**config.mk**
```make
export PLATFORM = sky130hd
export DESIGN_NAME = event_latch_validation_gate
export DESIGN_NICKNAME = d
export VERILOG_FILES = /design/src/inc/gate_pkg.sv /design/src/logic/sync_two_stage.sv /design/src/logic/event_latch_validation_gate.sv
export SDC_FILE = /design/constraint.sdc
export NUM_CORES = 1
export LEC_CHECK = 0
export BUFFER_PORTS_ARGS = -buffer_cell sky130_fd_sc_hd__buf_2
export CORE_MARGIN = 5
export CORE_UTILIZATION = 41
export DETAILED_ROUTE_END_ITERATION = 8
export GPL_TIMING_DRIVEN = 0
export PLACE_DENSITY = 0.77
export SKIP_CTS_REPAIR_TIMING = 1
export SLEW_MARGIN = 40
export SYNTH_ARGS = -nofsm -noshare
export SYNTH_HDL_FRONTEND = slang
export SYNTH_SLANG_ARGS = --single-unit
export TNS_END_PERCENT = 100
```
**constraint.sdc**
```tcl
create_clock -name i_clk -period 22.2 [get_ports i_clk]
set_input_delay 3.33 -clock i_clk [delete_from_list [all_inputs] [get_ports i_clk]]
set_output_delay 3.33 -clock i_clk [all_outputs]
set_load 0.03 [all_outputs]
```
**src/inc/gate_pkg.sv**
```systemverilog
package gate_pkg;

  // Clock and timing.
  localparam int CLK_PERIOD_PS    = 5000;
  localparam int STOP_HOLD_NS     = 100;
  localparam int STOP_HOLD_CYC    = (STOP_HOLD_NS * 1000 + CLK_PERIOD_PS - 1) / CLK_PERIOD_PS;
  localparam int STOP_CNT_W       = 8;

  // Default geometry.
  localparam int NUM_CHANNELS     = 16;
  localparam int DATA_W           = 16;
  localparam int FILT_W           = 7;
  localparam int TIMER_W          = 48;

  // Synchroniser bit positions.
  localparam int SYNC_VETO_BIT    = 0;
  localparam int SYNC_RUN_BIT     = 1;
  localparam int SYNC_W           = 2;

  // Run control states, Gray coded along idle, init, wait, run, stop.
  typedef enum logic [2:0] {
    RUN_IDLE = 3'h0,
    RUN_INIT = 3'h1,
    RUN_WAIT = 3'h3,
    RUN_ACQ  = 3'h2,
    RUN_STOP = 3'h6
  } run_state_t;

endpackage

```
**src/logic/sync_two_stage.sv**
```systemverilog
`timescale 1ns/1ps
module sync_two_stage #(
  parameter int W = 1
) (
  // Clock and reset.
  input  wire logic         i_clk,
  input  wire logic         i_rst,
  input  wire logic         i_ce,
  // Data.
  input  wire logic [W-1:0] i_d,
  output logic      [W-1:0] o_q
);

  logic [W-1:0] meta_q;

  // The first stage feeds only the second stage.
  always_ff @(posedge i_clk or posedge i_rst) begin
    if (i_rst) begin
      meta_q <= '0;
      o_q    <= '0;
    end else if (i_ce) begin
      meta_q <= i_d;
      o_q    <= meta_q;
    end
  end

endmodule

```
**src/logic/event_latch_validation_gate.sv**
```systemverilog
`timescale 1ns/1ps
// Functional notes
// - Validated channels latch only with validation high.
// - Latch between rise and rise plus flat.
// - No external fast trigger; only confirms events.
// - Per-channel validation requirement setting.
// - Front panel can drive validation onto veto.
// - Waiting shows align flag and wait setting.
// - Software can force exit from hung wait.
// - Configuration answers only with valid clock.
// - Pull run line during init, start on rise.
// - End of run pulls line, others stop.
// - Align flag zero clears timers on exit.
module event_latch_validation_gate #(
  parameter int NCH = gate_pkg::NUM_CHANNELS,
  parameter int DW  = gate_pkg::DATA_W,
  parameter int FW  = gate_pkg::FILT_W
) (
  // Clock, reset and enable.
  input  wire logic                 i_clk,
  input  wire logic                 i_rst,
  input  wire logic                 i_ce,
  // Own trigger detection and event data per channel.
  input  wire logic [NCH-1:0]       i_event_recognized,
  input  wire logic [NCH*DW-1:0]    i_event_data,
  input  wire logic [NCH-1:0]       i_require_validation,
  input  wire logic [FW-1:0]        i_rise_cycles,
  input  wire logic [FW-1:0]        i_flat_cycles,
  // Latched results.
  output logic      [NCH*DW-1:0]    o_latched_data,
  output logic      [NCH-1:0]       o_latch_valid,
  output logic      [NCH-1:0]       o_latch_rejected,
  // Backplane veto line and front panel.
  input  wire logic                 i_backplane_veto_line,
  output logic                      o_backplane_veto_line_oe,
  input  wire logic                 i_fp_validation_in,
  input  wire logic                 i_fp_route_validation,
  // Run synchronisation.
  input  wire logic                 i_run_start_req,
  input  wire logic                 i_init_done,
  input  wire logic                 i_end_of_run,
  input  wire logic                 i_force_wait_exit,
  input  wire logic                 i_run_start_wait_enable,
  input  wire logic                 i_timer_align_cfg,
  input  wire logic                 i_run_line,
  output logic                      o_run_line_oe,
  output logic                      o_run_start_wait_enable,
  output logic                      o_timer_align_pending,
  output logic                      o_acquiring,
  output logic [gate_pkg::TIMER_W-1:0] o_timer,
  output logic                      o_cfg_respond_en
);

  localparam int CW     = FW + 1;
  localparam int STOP_W = gate_pkg::STOP_CNT_W;

  // The stop hold count must fit its counter, or the run line would be released early.
  if (NCH < 1 || DW < 1 || FW < 2 ||
      gate_pkg::STOP_HOLD_CYC >= (1 << STOP_W)) begin : g_bad_param
    $error("Unsupported channel, data, filter or stop counter width.");
  end

  // Sum of rise and flat top, one bit wider so it cannot wrap.
  function automatic logic [CW-1:0] window_end(input logic [FW-1:0] r, input logic [FW-1:0] f);
    window_end = {1'b0, r} + {1'b0, f};
  endfunction

  logic [gate_pkg::SYNC_W-1:0] sync_s;
  logic                        veto_s;
  logic                        run_s;
  logic                        run_prev_q;
  logic [NCH-1:0]              busy_q;
  logic [CW-1:0]               cnt_q [NCH];
  logic [CW-1:0]               win_end;
  gate_pkg::run_state_t        state_q;
  logic [STOP_W-1:0]           stop_cnt_q;

  sync_two_stage #(
    .W (gate_pkg::SYNC_W)
  ) u_sync (
    .i_clk (i_clk),
    .i_rst (i_rst),
    .i_ce  (i_ce),
    .i_d   ({i_run_line, i_backplane_veto_line}),
    .o_q   (sync_s)
  );

  assign veto_s  = sync_s[gate_pkg::SYNC_VETO_BIT];
  assign run_s   = sync_s[gate_pkg::SYNC_RUN_BIT];
  assign win_end = window_end(i_rise_cycles, i_flat_cycles);

  // only own detection arms a channel.
  // A channel that is busy ignores further recognitions; pileup is the filter's concern.
  always_ff @(posedge i_clk or posedge i_rst) begin
    if (i_rst) begin
      busy_q <= '0;
      for (int c = 0; c < NCH; c++) begin
        cnt_q[c] <= '0;
      end
    end else if (i_ce) begin
      for (int c = 0; c < NCH; c++) begin
        if (!busy_q[c] && i_event_recognized[c] && o_acquiring) begin
          busy_q[c] <= 1'b1;
          cnt_q[c]  <= CW'(1);
        end else if (busy_q[c]) begin
          if (cnt_q[c] >= win_end) begin
            busy_q[c] <= 1'b0;
          end
          cnt_q[c] <= cnt_q[c] + CW'(1);
        end
      end
    end
  end

  // latch at end of flat top.
  // Latching at the late edge gives the partner the longest decision time.
  always_ff @(posedge i_clk or posedge i_rst) begin
    if (i_rst) begin
      o_latched_data   <= '0;
      o_latch_valid    <= '0;
      o_latch_rejected <= '0;
    end else if (i_ce) begin
      for (int c = 0; c < NCH; c++) begin
        o_latch_valid[c]    <= 1'b0;
        o_latch_rejected[c] <= 1'b0;
        if (busy_q[c] && cnt_q[c] >= win_end) begin
          if (!i_require_validation[c] || veto_s) begin
            o_latched_data[c*DW +: DW] <= i_event_data[c*DW +: DW];
            o_latch_valid[c]           <= 1'b1;
          end else begin
            o_latch_rejected[c] <= 1'b1;
          end
        end
      end
    end
  end

  // front panel onto veto.
  // Open drain can only pull low, so a low front-panel level is what gets driven.
  always_ff @(posedge i_clk or posedge i_rst) begin
    if (i_rst) begin
      o_backplane_veto_line_oe <= 1'b0;
    end else if (i_ce) begin
      o_backplane_veto_line_oe <= i_fp_route_validation & ~i_fp_validation_in;
    end
  end

  // Run control state machine.
  always_ff @(posedge i_clk or posedge i_rst) begin
    if (i_rst) begin
      state_q    <= gate_pkg::RUN_IDLE;
      stop_cnt_q <= '0;
      run_prev_q <= 1'b0;
    end else if (i_ce) begin
      run_prev_q <= run_s;
      case (state_q)
        gate_pkg::RUN_IDLE: begin
          if (i_run_start_req) begin
            state_q <= gate_pkg::RUN_INIT;
          end
        end
        gate_pkg::RUN_INIT: begin
          if (i_init_done) begin
            state_q <= o_run_start_wait_enable ? gate_pkg::RUN_WAIT : gate_pkg::RUN_ACQ;
          end
        end
        gate_pkg::RUN_WAIT: begin
          if (i_force_wait_exit) begin
            state_q <= gate_pkg::RUN_IDLE;
          end else if (run_s && !run_prev_q) begin
            state_q <= gate_pkg::RUN_ACQ;
          end
        end
        gate_pkg::RUN_ACQ: begin
          if (i_end_of_run) begin
            state_q    <= gate_pkg::RUN_STOP;
            stop_cnt_q <= STOP_W'(gate_pkg::STOP_HOLD_CYC);
          end else if (o_run_start_wait_enable && !run_s) begin
            state_q <= gate_pkg::RUN_IDLE;
          end
        end
        gate_pkg::RUN_STOP: begin
          if (stop_cnt_q <= STOP_W'(1)) begin
            state_q <= gate_pkg::RUN_IDLE;
          end
          stop_cnt_q <= stop_cnt_q - STOP_W'(1);
        end
        default: begin
          state_q <= gate_pkg::RUN_IDLE;
        end
      endcase
    end
  end

  // settings captured and readable.
  // Settings are frozen at run start so a stuck wait reads back consistently.
  always_ff @(posedge i_clk or posedge i_rst) begin
    if (i_rst) begin
      o_run_start_wait_enable <= 1'b0;
      o_timer_align_pending   <= 1'b1;
    end else if (i_ce && state_q == gate_pkg::RUN_IDLE) begin
      o_run_start_wait_enable <= i_run_start_wait_enable;
      o_timer_align_pending   <= i_timer_align_cfg;
    end
  end

  always_ff @(posedge i_clk or posedge i_rst) begin
    if (i_rst) begin
      o_timer <= '0;
    end else if (i_ce) begin
      if (state_q == gate_pkg::RUN_WAIT && run_s && !run_prev_q && !i_force_wait_exit
          && !o_timer_align_pending) begin
        o_timer <= '0;
      end else begin
        o_timer <= o_timer + gate_pkg::TIMER_W'(1);
      end
    end
  end

  assign o_run_line_oe = o_run_start_wait_enable &&
                         (state_q == gate_pkg::RUN_INIT || state_q == gate_pkg::RUN_STOP);
  assign o_acquiring   = (state_q == gate_pkg::RUN_ACQ);

  // answer only when clocked.
  // This flop can only rise on a real clock edge, so no clock means no answer.
  always_ff @(posedge i_clk or posedge i_rst) begin
    if (i_rst) begin
      o_cfg_respond_en <= 1'b0;
    end else begin
      o_cfg_respond_en <= 1'b1;
    end
  end

  property p_valid_gate;
    @(posedge i_clk) disable iff (i_rst)
      (o_latch_valid[0] && $past(i_require_validation[0])) |-> $past(veto_s);
  endproperty
  a_valid_gate: assert property (p_valid_gate) else $error("Latch without validation.");

  property p_latch_time;
    @(posedge i_clk) disable iff (i_rst)
      (o_latch_valid[0] || o_latch_rejected[0]) |->
        ($past(cnt_q[0]) == $past(win_end)) && ($past(cnt_q[0]) > {1'b0, $past(i_rise_cycles)});
  endproperty
  a_latch_time: assert property (p_latch_time) else $error("Latch outside window.");

  property p_reject;
    @(posedge i_clk) disable iff (i_rst)
      (i_ce && busy_q[0] && cnt_q[0] >= win_end && i_require_validation[0] && !veto_s)
        |=> o_latch_rejected[0] && !o_latch_valid[0];
  endproperty
  a_reject: assert property (p_reject) else $error("Missing rejection.");

  property p_wait_flag;
    @(posedge i_clk) disable iff (i_rst)
      (state_q == gate_pkg::RUN_WAIT) |-> o_run_start_wait_enable && !o_run_line_oe;
  endproperty
  a_wait_flag: assert property (p_wait_flag) else $error("Wait flags wrong.");

  property p_force_exit;
    @(posedge i_clk) disable iff (i_rst)
      (i_ce && state_q == gate_pkg::RUN_WAIT && i_force_wait_exit)
        |=> state_q == gate_pkg::RUN_IDLE;
  endproperty
  a_force_exit: assert property (p_force_exit) else $error("Forced exit ignored.");

  property p_init_pull;
    @(posedge i_clk) disable iff (i_rst)
      (i_ce && state_q == gate_pkg::RUN_IDLE && i_run_start_req && i_run_start_wait_enable)
        |=> o_run_line_oe;
  endproperty
  a_init_pull: assert property (p_init_pull) else $error("Run line not pulled.");

  property p_end_pull;
    @(posedge i_clk) disable iff (i_rst)
      (i_ce && o_acquiring && i_end_of_run && o_run_start_wait_enable)
        |=> o_run_line_oe [*2];
  endproperty
  a_end_pull: assert property (p_end_pull) else $error("Stop not signalled.");

  property p_timer_clear;
    @(posedge i_clk) disable iff (i_rst)
      (i_ce && state_q == gate_pkg::RUN_WAIT && run_s && !run_prev_q && !i_force_wait_exit
       && !o_timer_align_pending) |=> o_timer == '0 && o_acquiring;
  endproperty
  a_timer_clear: assert property (p_timer_clear) else $error("Timer not cleared.");

  property p_sync;
    @(posedge i_clk) disable iff (i_rst)
      ($past(i_ce) && $past(i_ce, 2) && !$past(i_rst, 2))
        |-> veto_s == $past(i_backplane_veto_line, 2);
  endproperty
  a_sync: assert property (p_sync) else $error("Sync latency wrong.");

  property p_fp_route;
    @(posedge i_clk) disable iff (i_rst)
      (i_ce && i_fp_route_validation && !i_fp_validation_in) |=> o_backplane_veto_line_oe;
  endproperty
  a_fp_route: assert property (p_fp_route) else $error("Front panel not routed.");

endmodule

```
# Yosys cells after proc, flatten, opt, wreduce, memory -nomap -nowiden
# Cells that the tools add are included.
word_totals:
  regBits: 500
  latchBits: 0
  ram_bits: 0
  mem_bits_ro: 0
  out_inout_bits: 342
  elab_cells: 410
  memories: 0
op_classes:
  addsub: 19
  multipliers: 0
  div_mod_pow: 0
  magnitude_cmp: 17
  n_eq_ne: 10
  shift: 0
  n_mux: 156
  bitwise: 2
  n_reduce_logical: 161
op_table:
  columns: ["operator", "count"]
  rows:
  - ["8-bit 2-to-1 mux", 33]
  - ["8-bit by 1-bit adder with 8-bit output (second input constant)", 16]
  - ["8-bit greater-or-equal comparator", 16]
  - ["1-bit 2-to-1 mux", 113]
  - ["1-bit logical AND", 56]
  - ["3-bit AND reduction", 17]
  - ["48-bit by 1-bit adder with 48-bit output (second input constant)", 1]
  - ["48-bit 2-to-1 mux", 1]
  - ["1-bit logical NOT", 36]
  - ["2-bit nonzero test", 17]
  - ["2-bit AND reduction", 16]
  - ["3-bit 2-to-1 mux", 7]
  - ["1-bit logical OR", 17]
  - ["8-bit one-hot mux with 2 select lines", 1]
  - ["3-bit one-hot mux with 5 select lines", 1]
  - ["7-bit by 7-bit adder with 8-bit output", 1]
  - ["8-bit by 1-bit <= comparator with 1-bit output (second input constant)", 1]
  - ["2-bit != test (second input constant)", 4]
  - ["8-bit by 1-bit subtractor with 8-bit output (second input constant)", 1]
  - ["3-bit by 2-bit equality test with 1-bit output (second input constant)", 2]
  - ["6-bit AND reduction", 1]
  - ["3-bit by 1-bit equality test with 1-bit output (second input constant)", 1]
  - ["3-bit equality test (second input constant)", 1]
  - ["3-bit logical NOT", 1]
  - ["other kinds (4)", 4]

# Longest topological paths before layout
# Gate-level depths: netlist of run 1.
logic_depth:
  depth_word: 6
  ltp_mapped: 14
  ltp_nobuf: 12

# Modules after synthesis
# A second synthesis of run 1 with hierarchy kept.
unflattened:
  cells_unflattened: 2158
  hier_area_um2: 24907.6
modules_own_cells:
  columns: ["module", "instances", "cells_per_inst", "area_per_inst_um2"]
  rows:
  - ["event_latch_validation_gate", 1, 2149, 24758.7]
  - ["sync_two_stage", 1, 9, 148.9]

# Worst setup path before layout of run 1
# OpenSTA, ideal clock, no wires.
synth_path:
  path_type: "input port to flip-flop"
  start: "input port i_rise_cycles[0]"
  end: "register o_latched_data[240]"
  t_arrival_ns: 6.884
  path_slack_ns: 15.191
  stages: 14
  n_path_buf: 2
  cell_sequence: "ha_1 > fa_1 > a21o_1 > a21oi_1 > xor2_1 > ha_1 > a21oi_1 > o31ai_1 > maj3_1 > o2111ai_1 > a21o_1 > buf_4 > buf_4 > mux2_2"
synth_between:
  elab_chain_cells: 4
synth_rtl:
  columns: ["item", "line", "rtl"]
  rows:
  - ["start: declaration", "event_latch_validation_gate.sv:27", "input wire logic [FW-1:0] i_rise_cycles,"]
  - ["7-bit by 7-bit adder with 8-bit output", "event_latch_validation_gate.sv:65", "window_end = {1'b0, r} + {1'b0, f};"]
  - ["8-bit greater-or-equal comparator", "event_latch_validation_gate.sv:126", "if (busy_q[c] && cnt_q[c] >= win_end) begin"]
  - ["1-bit logical AND", "event_latch_validation_gate.sv:126", null]
  - ["3-bit AND reduction (no line)", null, null]
  - ["end signal: indexed assignment", "event_latch_validation_gate.sv:128", "o_latched_data[c*DW +: DW] <= i_event_data[c*DW +: DW];"]
  - ["end: declaration", "event_latch_validation_gate.sv:30", "output logic [NCH*DW-1:0] o_latched_data,"]
# Every way passes these cells.
# A chain may end at the register's enable or synchronous reset.

# Worst setup path after layout of run 1
layout_path:
  start: "input port i_rise_cycles[0]"
  end: "register o_latched_data[242]"
# The elaborated chain is that of the path after synthesis.

==> run summary, run 1 <==
The critical path class is input port to flop. The placed wire-length estimate after detailed placement came out at 57.4 mm. The CTS sink count is 500. The total power is 4.14 mW. Data on the critical path is required at its endpoint by 22.69 ns. The count of max-cap constraint violations came out at 0. The class of the worst hold path is flop to flop.

The pin count of the biggest net entering global routing is 78. The count of nets left with antenna violations once routing finished came out at 0. Counting instances, the worst hold path has a depth of 1.

The core region is 0.0592 mm2. The warning count from the yosys run is 0. STA classifies the critical path startpoint as an input port. The total count of hold-check failures in the final report is 0. The launch point of the worst reg-to-reg path is state_q[0].

Among all stages on the critical path, the largest delay is contributed by fa_1. The global-route usage over all layers came out at 0.223. The worst reg-to-reg path cell count came out at 8.

The initial utilization of the core area, before any placement, comes to 0.416. The share of cells above drive strength 1 came out at 0.394. The cell area after synthesis came out at 0.0246 mm2. For this run, the leading register cell type out of synthesis is dfrtp_1.

Summing all placed instances gives a cell area of 0.0292 mm2. Wires add up to 77.5 mm. The critical path ends at o_latched_data[242]. The number of register bits inferred by synthesis is 500. The internal reg-to-reg setup slack came out at 19.17 ns. The worst register-to-register path ends at cnt_q[61]. The static leakage is 15.8 nW.

The cell area after layout is 0.0312 mm2. The buffer type at the clock tree root is clkbuf_16. The layout net count is 3,232. From left edge to right edge, the die measures 255 um. Tracing the worst setup path back leads to its startpoint at i_rise_cycles[0]. The DRC marker count from the first detailed-route iteration is 1,529. The number of buffers inserted during clock tree synthesis is 55. The largest buffer count on any clock path came out at 3. The floorplan has 89 rows. The final non-filler cell total came out at 3,627. The share of the clock period used by the worst path is 0.301. The first global-routing pass estimated 114 mm of wire. The synthesized net count is 2,508. The run finished with clean final reports.

The largest area contributor in the netlist is dfrtp_1. The total overflow reported by the global router is 0. The proportion of register bits with asynchronous set or reset after synthesis is 1.00. IR analysis of the VDD net gives a maximum drop of 100 uV.

Counting I/O delays and the setup requirement, the final critical path takes 6.67 ns. The count of filler cells inserted in the layout is 5,162. The number of iterations in the first detailed-routing pass is 6.

Yosys attributes the largest share of cell area to dfrtp_1, mux2_4, ha_1. The worst-case hold slack is 0.474 ns. The number of global-route vias before repair came to 19.6k.

For the pin with the worst max-slew slack, the measured transition is 0.930 ns. Routability-driven placement finished with a final weighted congestion of 0.877. The power per standard cell area is 133 mW/mm2. The largest fanout of any net on the critical path came out at 11. The setup violation total in the final timing report is 0.

The clock latency on the worst-skew pair is 0.60 ns. The final routed DRC violation total is 0. The worst stage delay on the critical path came out at 0.45 ns. In this run the count of I/O pins placed on the die edge is 657. Of the synthesized area, sequential elements account for 0.508. The count of pins over their slew limit came out at 0. The mean routed wirelength per cell came out at 21.4 um. The cell total after placement came out at 3,510.

From synthesis to final layout, the design area changed by 26.5%. The cell count after synthesis is 2,070. The CTS tree is built. The distinct cell type count of the synthesized netlist came out at 69. STA classifies the critical path endpoint as a flop. The die covers 0.0651 mm2.

After clock tree synthesis, the clock-pin slew on the worst setup and hold paths is 0.06 ns. The fraction of post-synthesis cell area in the top cell type by area came out at 0.507. Setup repair after global routing left no endpoint under its margin.

The synthesized design contains 0 enable-type register cells. The achievable frequency came out at 0.150 GHz. The die height came out at 255 um. The final clock skew is 0.0223 ns.

The count of port buffers added during placement came out at 654. The share of the core filled with cells is 0.526. The total via count after detailed routing is 19.6k.

Data on the critical path arrives at its endpoint at 7.16 ns. Traced cell by cell, the critical path runs through buf_2 -> ha_2 -> fa_1 -> a21o_1 -> a21oi_1 -> xor2_4 -> buf_8 -> ha_1 -> a21oi_1 -> o31ai_1 -> maj3_1 -> o2111ai_1 -> a21o_1 -> buf_4 -> buf_4 -> mux2_2. The tightest slew margin relative to the limit is 0.380. Averaged over all synthesized cells, the footprint is 11.9 um2. The H-tree depth is 2.

Dividing the detail-routed via count by the number of cells gives 5.40. The initial antenna violation count came out at 19.
area by class of cell:
class,instances,area [um2],share of cell area
Antenna cell,14,35.0,0.00112
Buffer,72,444,0.0143
Clock buffer,79,1630,0.0522
Clock inverter,24,264,0.00847
Inverter,52,203,0.00651
Multi-Input combinational cell,1446,11600,0.371
Sequential cell,500,12500,0.402
Tap cell,773,967,0.0310
Timing Repair Buffer,667,3540,0.114
cells by family after synthesis:
logic type                 Yosys count  share of synthesized area
and+or+nand+nor                    545                      0.109
DFF                                500                      0.508
AOI/OAI and AO/OA                  442                      0.127
muxes                              281                      0.148
adders and majority gates          125                     0.0636
buffers and inverters              124                     0.0254
xor gates and xnor gates            52                     0.0185
other                                1                   0.000152
power breakdown:
group	switching, mW	internal (mW)
Combinational	1.04	0.670
Clock	0.380	0.567
Sequential	0.255	1.23
Total	1.67	2.47
synth_stat cells, drive strengths merged, types with 5 or more instances:
master    n
a211oi   21
o21bai   11
nor3     15
nor2    111
a31oi    18
and4      8
a21oi    68
xor2     34
a22oi     5
buf      31
mux2i    18
a32o     12
a31o     10
nand2b   21
o31ai    14
o211ai   18
a221o    14
or2       5
nor2b    10
dfrtp   499
or3      11
nand3    91
nor3b    11
xnor2    18
nand4    36
o22a     14
and3     33
mux2    263
clkbuf   41
a21o     33
and2     21
a22o     22
ha      122
nand2   160
o21ai   165
inv      52
stage by stage:
step / setup slack [ns] / TNS (ns)
finish: 15.53 / 0
global route: 15.37 / 0
CTS: 15.57 / 0
detailed placement: 14.93 / 0
global placement: -0.847 / -373.09
floorplan: 4.91 / 0
cell usage in the layout, fill, tap and decap left out, drive strengths merged, types with 68 or more instances in the layout:
master,count
buf,698
dfrtp,499
mux2,263
o21ai,165
nand2,160
ha,122
clkbuf,120
nor2,111
nand3,91
a21oi,68
state kept, by name, indices dropped and copies added, names as in the netlist, 3 cells and up:
name              flops
stop_cnt_q            8
cnt_q               128
state_q               3
busy_q               16
o_latch_valid        16
o_latch_rejected     16
o_latched_data      256
o_timer              48
how the worst min path moves through the flow:
stage	to	slack, ns	from
2_1_floorplan	u_sync.o_q[0]	0.45	u_sync.meta_q[0]
3_3_place_gp	o_latch_valid[4]	0.46	o_latch_valid[4]
3_5_place_dp	o_latch_valid[8]	0.46	o_latch_valid[8]
4_1_cts	o_latch_valid[4]	0.48	o_latch_valid[4]
5_1_grt	o_latch_valid[8]	0.50	o_latch_valid[8]
6_report	o_latch_valid[4]	0.47	o_latch_valid[4]
routing by layer:
metal / wire length, um / global-route usage / vias up
met3: 6120 / 0.0541 / 173
met1: 31300 / 0.288 / 9617
met2: 37000 / 0.363 / 788
met4: 3050 / 0.0926 / 2
li1: - / - / 9004
met5: 13 / 0 / -
critical path: cells and delay by family:
kind                     cells  cell delay (ns)
AO/OA/AOI/OAI                6             1.08
multiplexers                 1             0.34
buffers and inverters        4             0.69
adder cells (fa/ha/maj)      4             1.34
XOR/XNOR                     1             0.37
Note: power is estimated with default switching activity, not from simulation.
==> inputs of run 2 (changes only) <==
- ABC_AREA: not set -> 1
- PLACE_DENSITY: 0.77 -> 0.79
- clock period: 22.2 -> 5.4 ns (I/O delays scaled with it)
==> run summary, run 2 <==
The flow ran to the end, and the final reports show no timing, DRC or antenna violations. The effective utilization at floorplan is 0.415 (-0.000446). The share of the synthesized area in compound gates (AO/OA/AOI/OAI) was 0.0726 (-0.0546). The cell with the most instances on the worst path is nand2_1. More flip-flops sit in one register than any other, and that register is o_latched_data.

The internal reg-to-reg setup slack is 2.83 ns (-16.34 ns). The fraction of post-synthesis cell area in the top cell type by area was 0.486 (-0.0216). The data required time of the worst path is 5.94 ns (-16.75 ns). The initial antenna violation count is 13 (-6). The total overflow reported by the global router was 0 (unchanged). The most common cell after layout, fill and taps aside is nand2_1. The area growth from synthesis to layout is 26.9%. The achievable frequency came out at 0.266 GHz. The first-pass GRT wire length was 132 mm (+15%). The sequential share of the synthesized area is 0.487 (-0.0216). The distinct cell type count of the synthesized netlist came to 54 (-22%). Setup repair after global routing left no endpoint under its margin.

The post-placement worst setup slack is 1.01 ns (-13.92 ns). The die height is 260 um (+2.1%). In this run the critical register-to-register path is launched from state_q[0]. The cell with the largest stage delay on the worst path is a21oi_4.

The largest buffer count on any clock path came to 3 (unchanged). The count of pins over their slew limit is 0 (unchanged). The global-route usage over all layers is 0.241 (+0.0178).

The CTS sink count is 500 (unchanged). The aggregate routed wire length came out at 85.4 mm (+10%). The clock slew seen by the registers of the worst setup and hold paths is 0.06 ns (about the same).

The total count of hold-check failures in the final report came out at 0 (unchanged). The clock latency on the worst-skew pair is 0.61 ns (about the same). The number of register bits inferred by synthesis came out at 500 (unchanged). The placer's final routability congestion estimate came out at 0.965 (+10%). The worst setup path is launched from an input port. The class of the worst hold path is input port to async pin. The buffering stage count on the worst path with inverters included was 4 (unchanged).

The power per standard cell area came out at 537 mW/mm2 (+300%). The largest fanout of any net on the critical path came out at 10 (-1). The worst setup path is of the input port to flop kind. The count of filler cells inserted in the layout came out at 5,734 (+11%). The share of cell area taken by muxes after synthesis came out at 0.00127 (-0.147). The share of the core filled with cells came out at 0.527 (+0.000790). The proportion of register bits with asynchronous set or reset after synthesis came out at 1.00 (unchanged). The area fraction in and, or, nand and nor cells after synthesis is 0.306 (+0.198). The pin count of the biggest net entering global routing is 28 (-64%). The share of cells above drive strength 1 came out at 0.226 (-0.168). In this run the worst setup path terminates at o_latched_data[85]. The largest area contributor in the netlist is dfrtp_1.

The endpoint of the worst register-to-register path is o_timer[40]. The mean routed wirelength per cell is 18.0 um (-16%). The flip-flop count of the largest register, all copies and words added was 256 (unchanged). The DRC marker count from the first detailed-route iteration came out at 2,202 (+44%). The final clock skew is 0.0139 ns (-0.00847 ns). The horizontal die dimension is 260 um (+2.1%). Yosys instantiated no cell more often than nand2_1.

The total power came to 17.5 mW (+320%). The main combinational cell family by area after synthesis is simple AND/OR/NAND/NOR gates. The cell count after synthesis came out at 3,117 (+51%). The synthesized area per cell is 8.25 um2 (-31%). The placed wire-length estimate after detailed placement is 64.5 mm (+12%). The placeable core region came out at 0.0619 mm2 (+4.6%).

The static leakage is 17.6 nW (+11%). The number of global-route vias before repair came out at 24.0k (+23%). The setup violation total in the final timing report is 0 (unchanged). The I/O pin count came out at 657 (unchanged).

The overall die area came out at 0.0678 mm2 (+4.3%). The startpoint of the most critical setup path is i_rise_cycles[2]. Walking the worst path, the cells encountered are buf_2 -> ha_1 -> nand2_1 -> nand2_1 -> nand2_1 -> nand3_2 -> nand2_4 -> buf_2 -> nand2_1 -> a21oi_4 -> buf_8 -> ha_1 -> nand2_1 -> nor2_1 -> nand2_1 -> nand2_4 -> buf_2 -> nand4_1 -> nand2_1. The post-route worst setup slack is 1.65 ns (-13.88 ns).

The number of iterations in the first detailed-routing pass came to 6 (unchanged). The warning count from the yosys run is 0 (unchanged). In the layout the commonest cells are nand2_1, buf_2, dfrtp_1, nand4_1, inv_1. In the synthesized netlist the dominant register cell turns out to be dfrtp_1. The cell area after synthesis came out at 0.0257 mm2 (+4.4%). The H-tree depth came to 2 (unchanged). The actual slew at the worst max-slew pin is 0.822 ns (-0.109 ns).

The tightest slew margin relative to the limit was 0.452 (+0.0724). The critical path data arrival time is 4.29 ns (-2.87 ns). Among cell families on the critical path, the largest total delay comes from simple AND/OR/NAND/NOR gates. The number of nets with antenna violations after routing came out at 0 (unchanged). The number of buffers inserted during clock tree synthesis came out at 55 (unchanged). The count of flip-flops with a built-in enable after synthesis came out at 0 (unchanged). Ranked by instance count, the synthesized netlist is headed by nand2_1, dfrtp_1, nand4_1. The layout net count came out at 4,298 (+33%). The tree is rooted in a clkbuf_16. The average via count per standard cell came out at 5.28 (-2.2%). The peak supply drop is 341 uV (+240%). TritonCTS built the clock tree. By area the synthesized netlist is led by dfrtp_1, nand2_1, nand4_1. The count of standard-cell rows came to 91 (+2.2%). The largest registers in the layout are o_latched_data (256), cnt_q (128), o_timer (48).

The fraction of the mapped netlist area in adder cells is 0.0601 (-0.00348). The minimum clock period after layout is 3.75 ns. The count of port buffers added during placement came out at 656 (+0.31%).

The synthesized net count is 3,555 (+42%). The total via count after detailed routing came to 25.1k (+28%). The xor and xnor area share after synthesis is 0.00886 (-0.00964). The share of the clock period used by the worst path came out at 0.695. STA classifies the critical path endpoint as a flop. The instance count on the critical path is 19 (+3). The final routed DRC violation total came out at 0 (unchanged). The worst stage delay on the critical path came to 0.43 ns (-0.02 ns).

The worst reg-to-reg path cell count came out at 10 (+2). The count of max-cap constraint violations is 0 (unchanged).
==> run 2: power by group <==
| part | total [mW] | leakage, nW | internal, mW | switching [mW] |
|---|---|---|---|---|
| sequential | 6.24 | 6.41 | 5.16 | 1.08 |
| combinational | 7.43 | 10.3 | 2.19 | 5.24 |
| clock | 3.86 | 0.906 | 2.27 | 1.59 |
| total | 17.5 | 17.6 | 9.62 | 7.90 |
==> run 2: worst min-delay path by stage <==
stage	depth (start not counted)	endpoint
4_1_cts	2	o_timer[19]
2_1_floorplan	2	u_sync.meta_q[0]
5_1_grt	2	o_timer[19]
3_5_place_dp	2	o_latched_data[217]
3_3_place_gp	2	o_latched_data[243]
6_report	2	o_latched_data[226]
==> run 2: routing by layer <==
layer | up-vias | GRT usage | part of all wire
met5 | - | 0 | 0.00049
met4 | 8 | 0.100 | 0.045
met3 | 207 | 0.0570 | 0.078
met2 | 958 | 0.410 | 0.48
met1 | 11900 | 0.295 | 0.39
li1 | 12000 | - | -
==> run 2: layout make-up <==
class                   instances  area [um2]  area share
flip-flops and latches        500       12500       0.384
multi-input cells            2219       11600       0.356
repair buffers                686        3930       0.121
clock buffers                  80        1630      0.0500
inverters                     294        1110      0.0339
well taps                     837        1050      0.0321
plain buffers                 104         557      0.0171
clock inverters                16         198     0.00606
diodes                          9        22.5    0.000690
==> run 2: kinds of logic (layout without fill, tap and decap cells) <==
family                     Yosys count  after routing
adders and majority gates          123            123
buffers and inverters              398           1180
other                                1             10
xor gates and xnor gates            26             26
muxes                                3              3
DFF                                500            500
and+or+nand+nor                   1725           1725
AOI/OAI and AO/OA                  341            341
==> run 2: through the flow <==
step	instances	cell area (um2)	TNS, ns	hold slack [ns]
3_5_place_dp	4640	30800	0	0.453
3_3_place_gp	4610	30100	-2630.11	0.448
2_1_floorplan	3117	25700	-1094.94	0.442
4_1_cts	4736	32600	0	0.123
6_report	4745	32600	0	0.150
5_1_grt	4741	32600	0	0.139
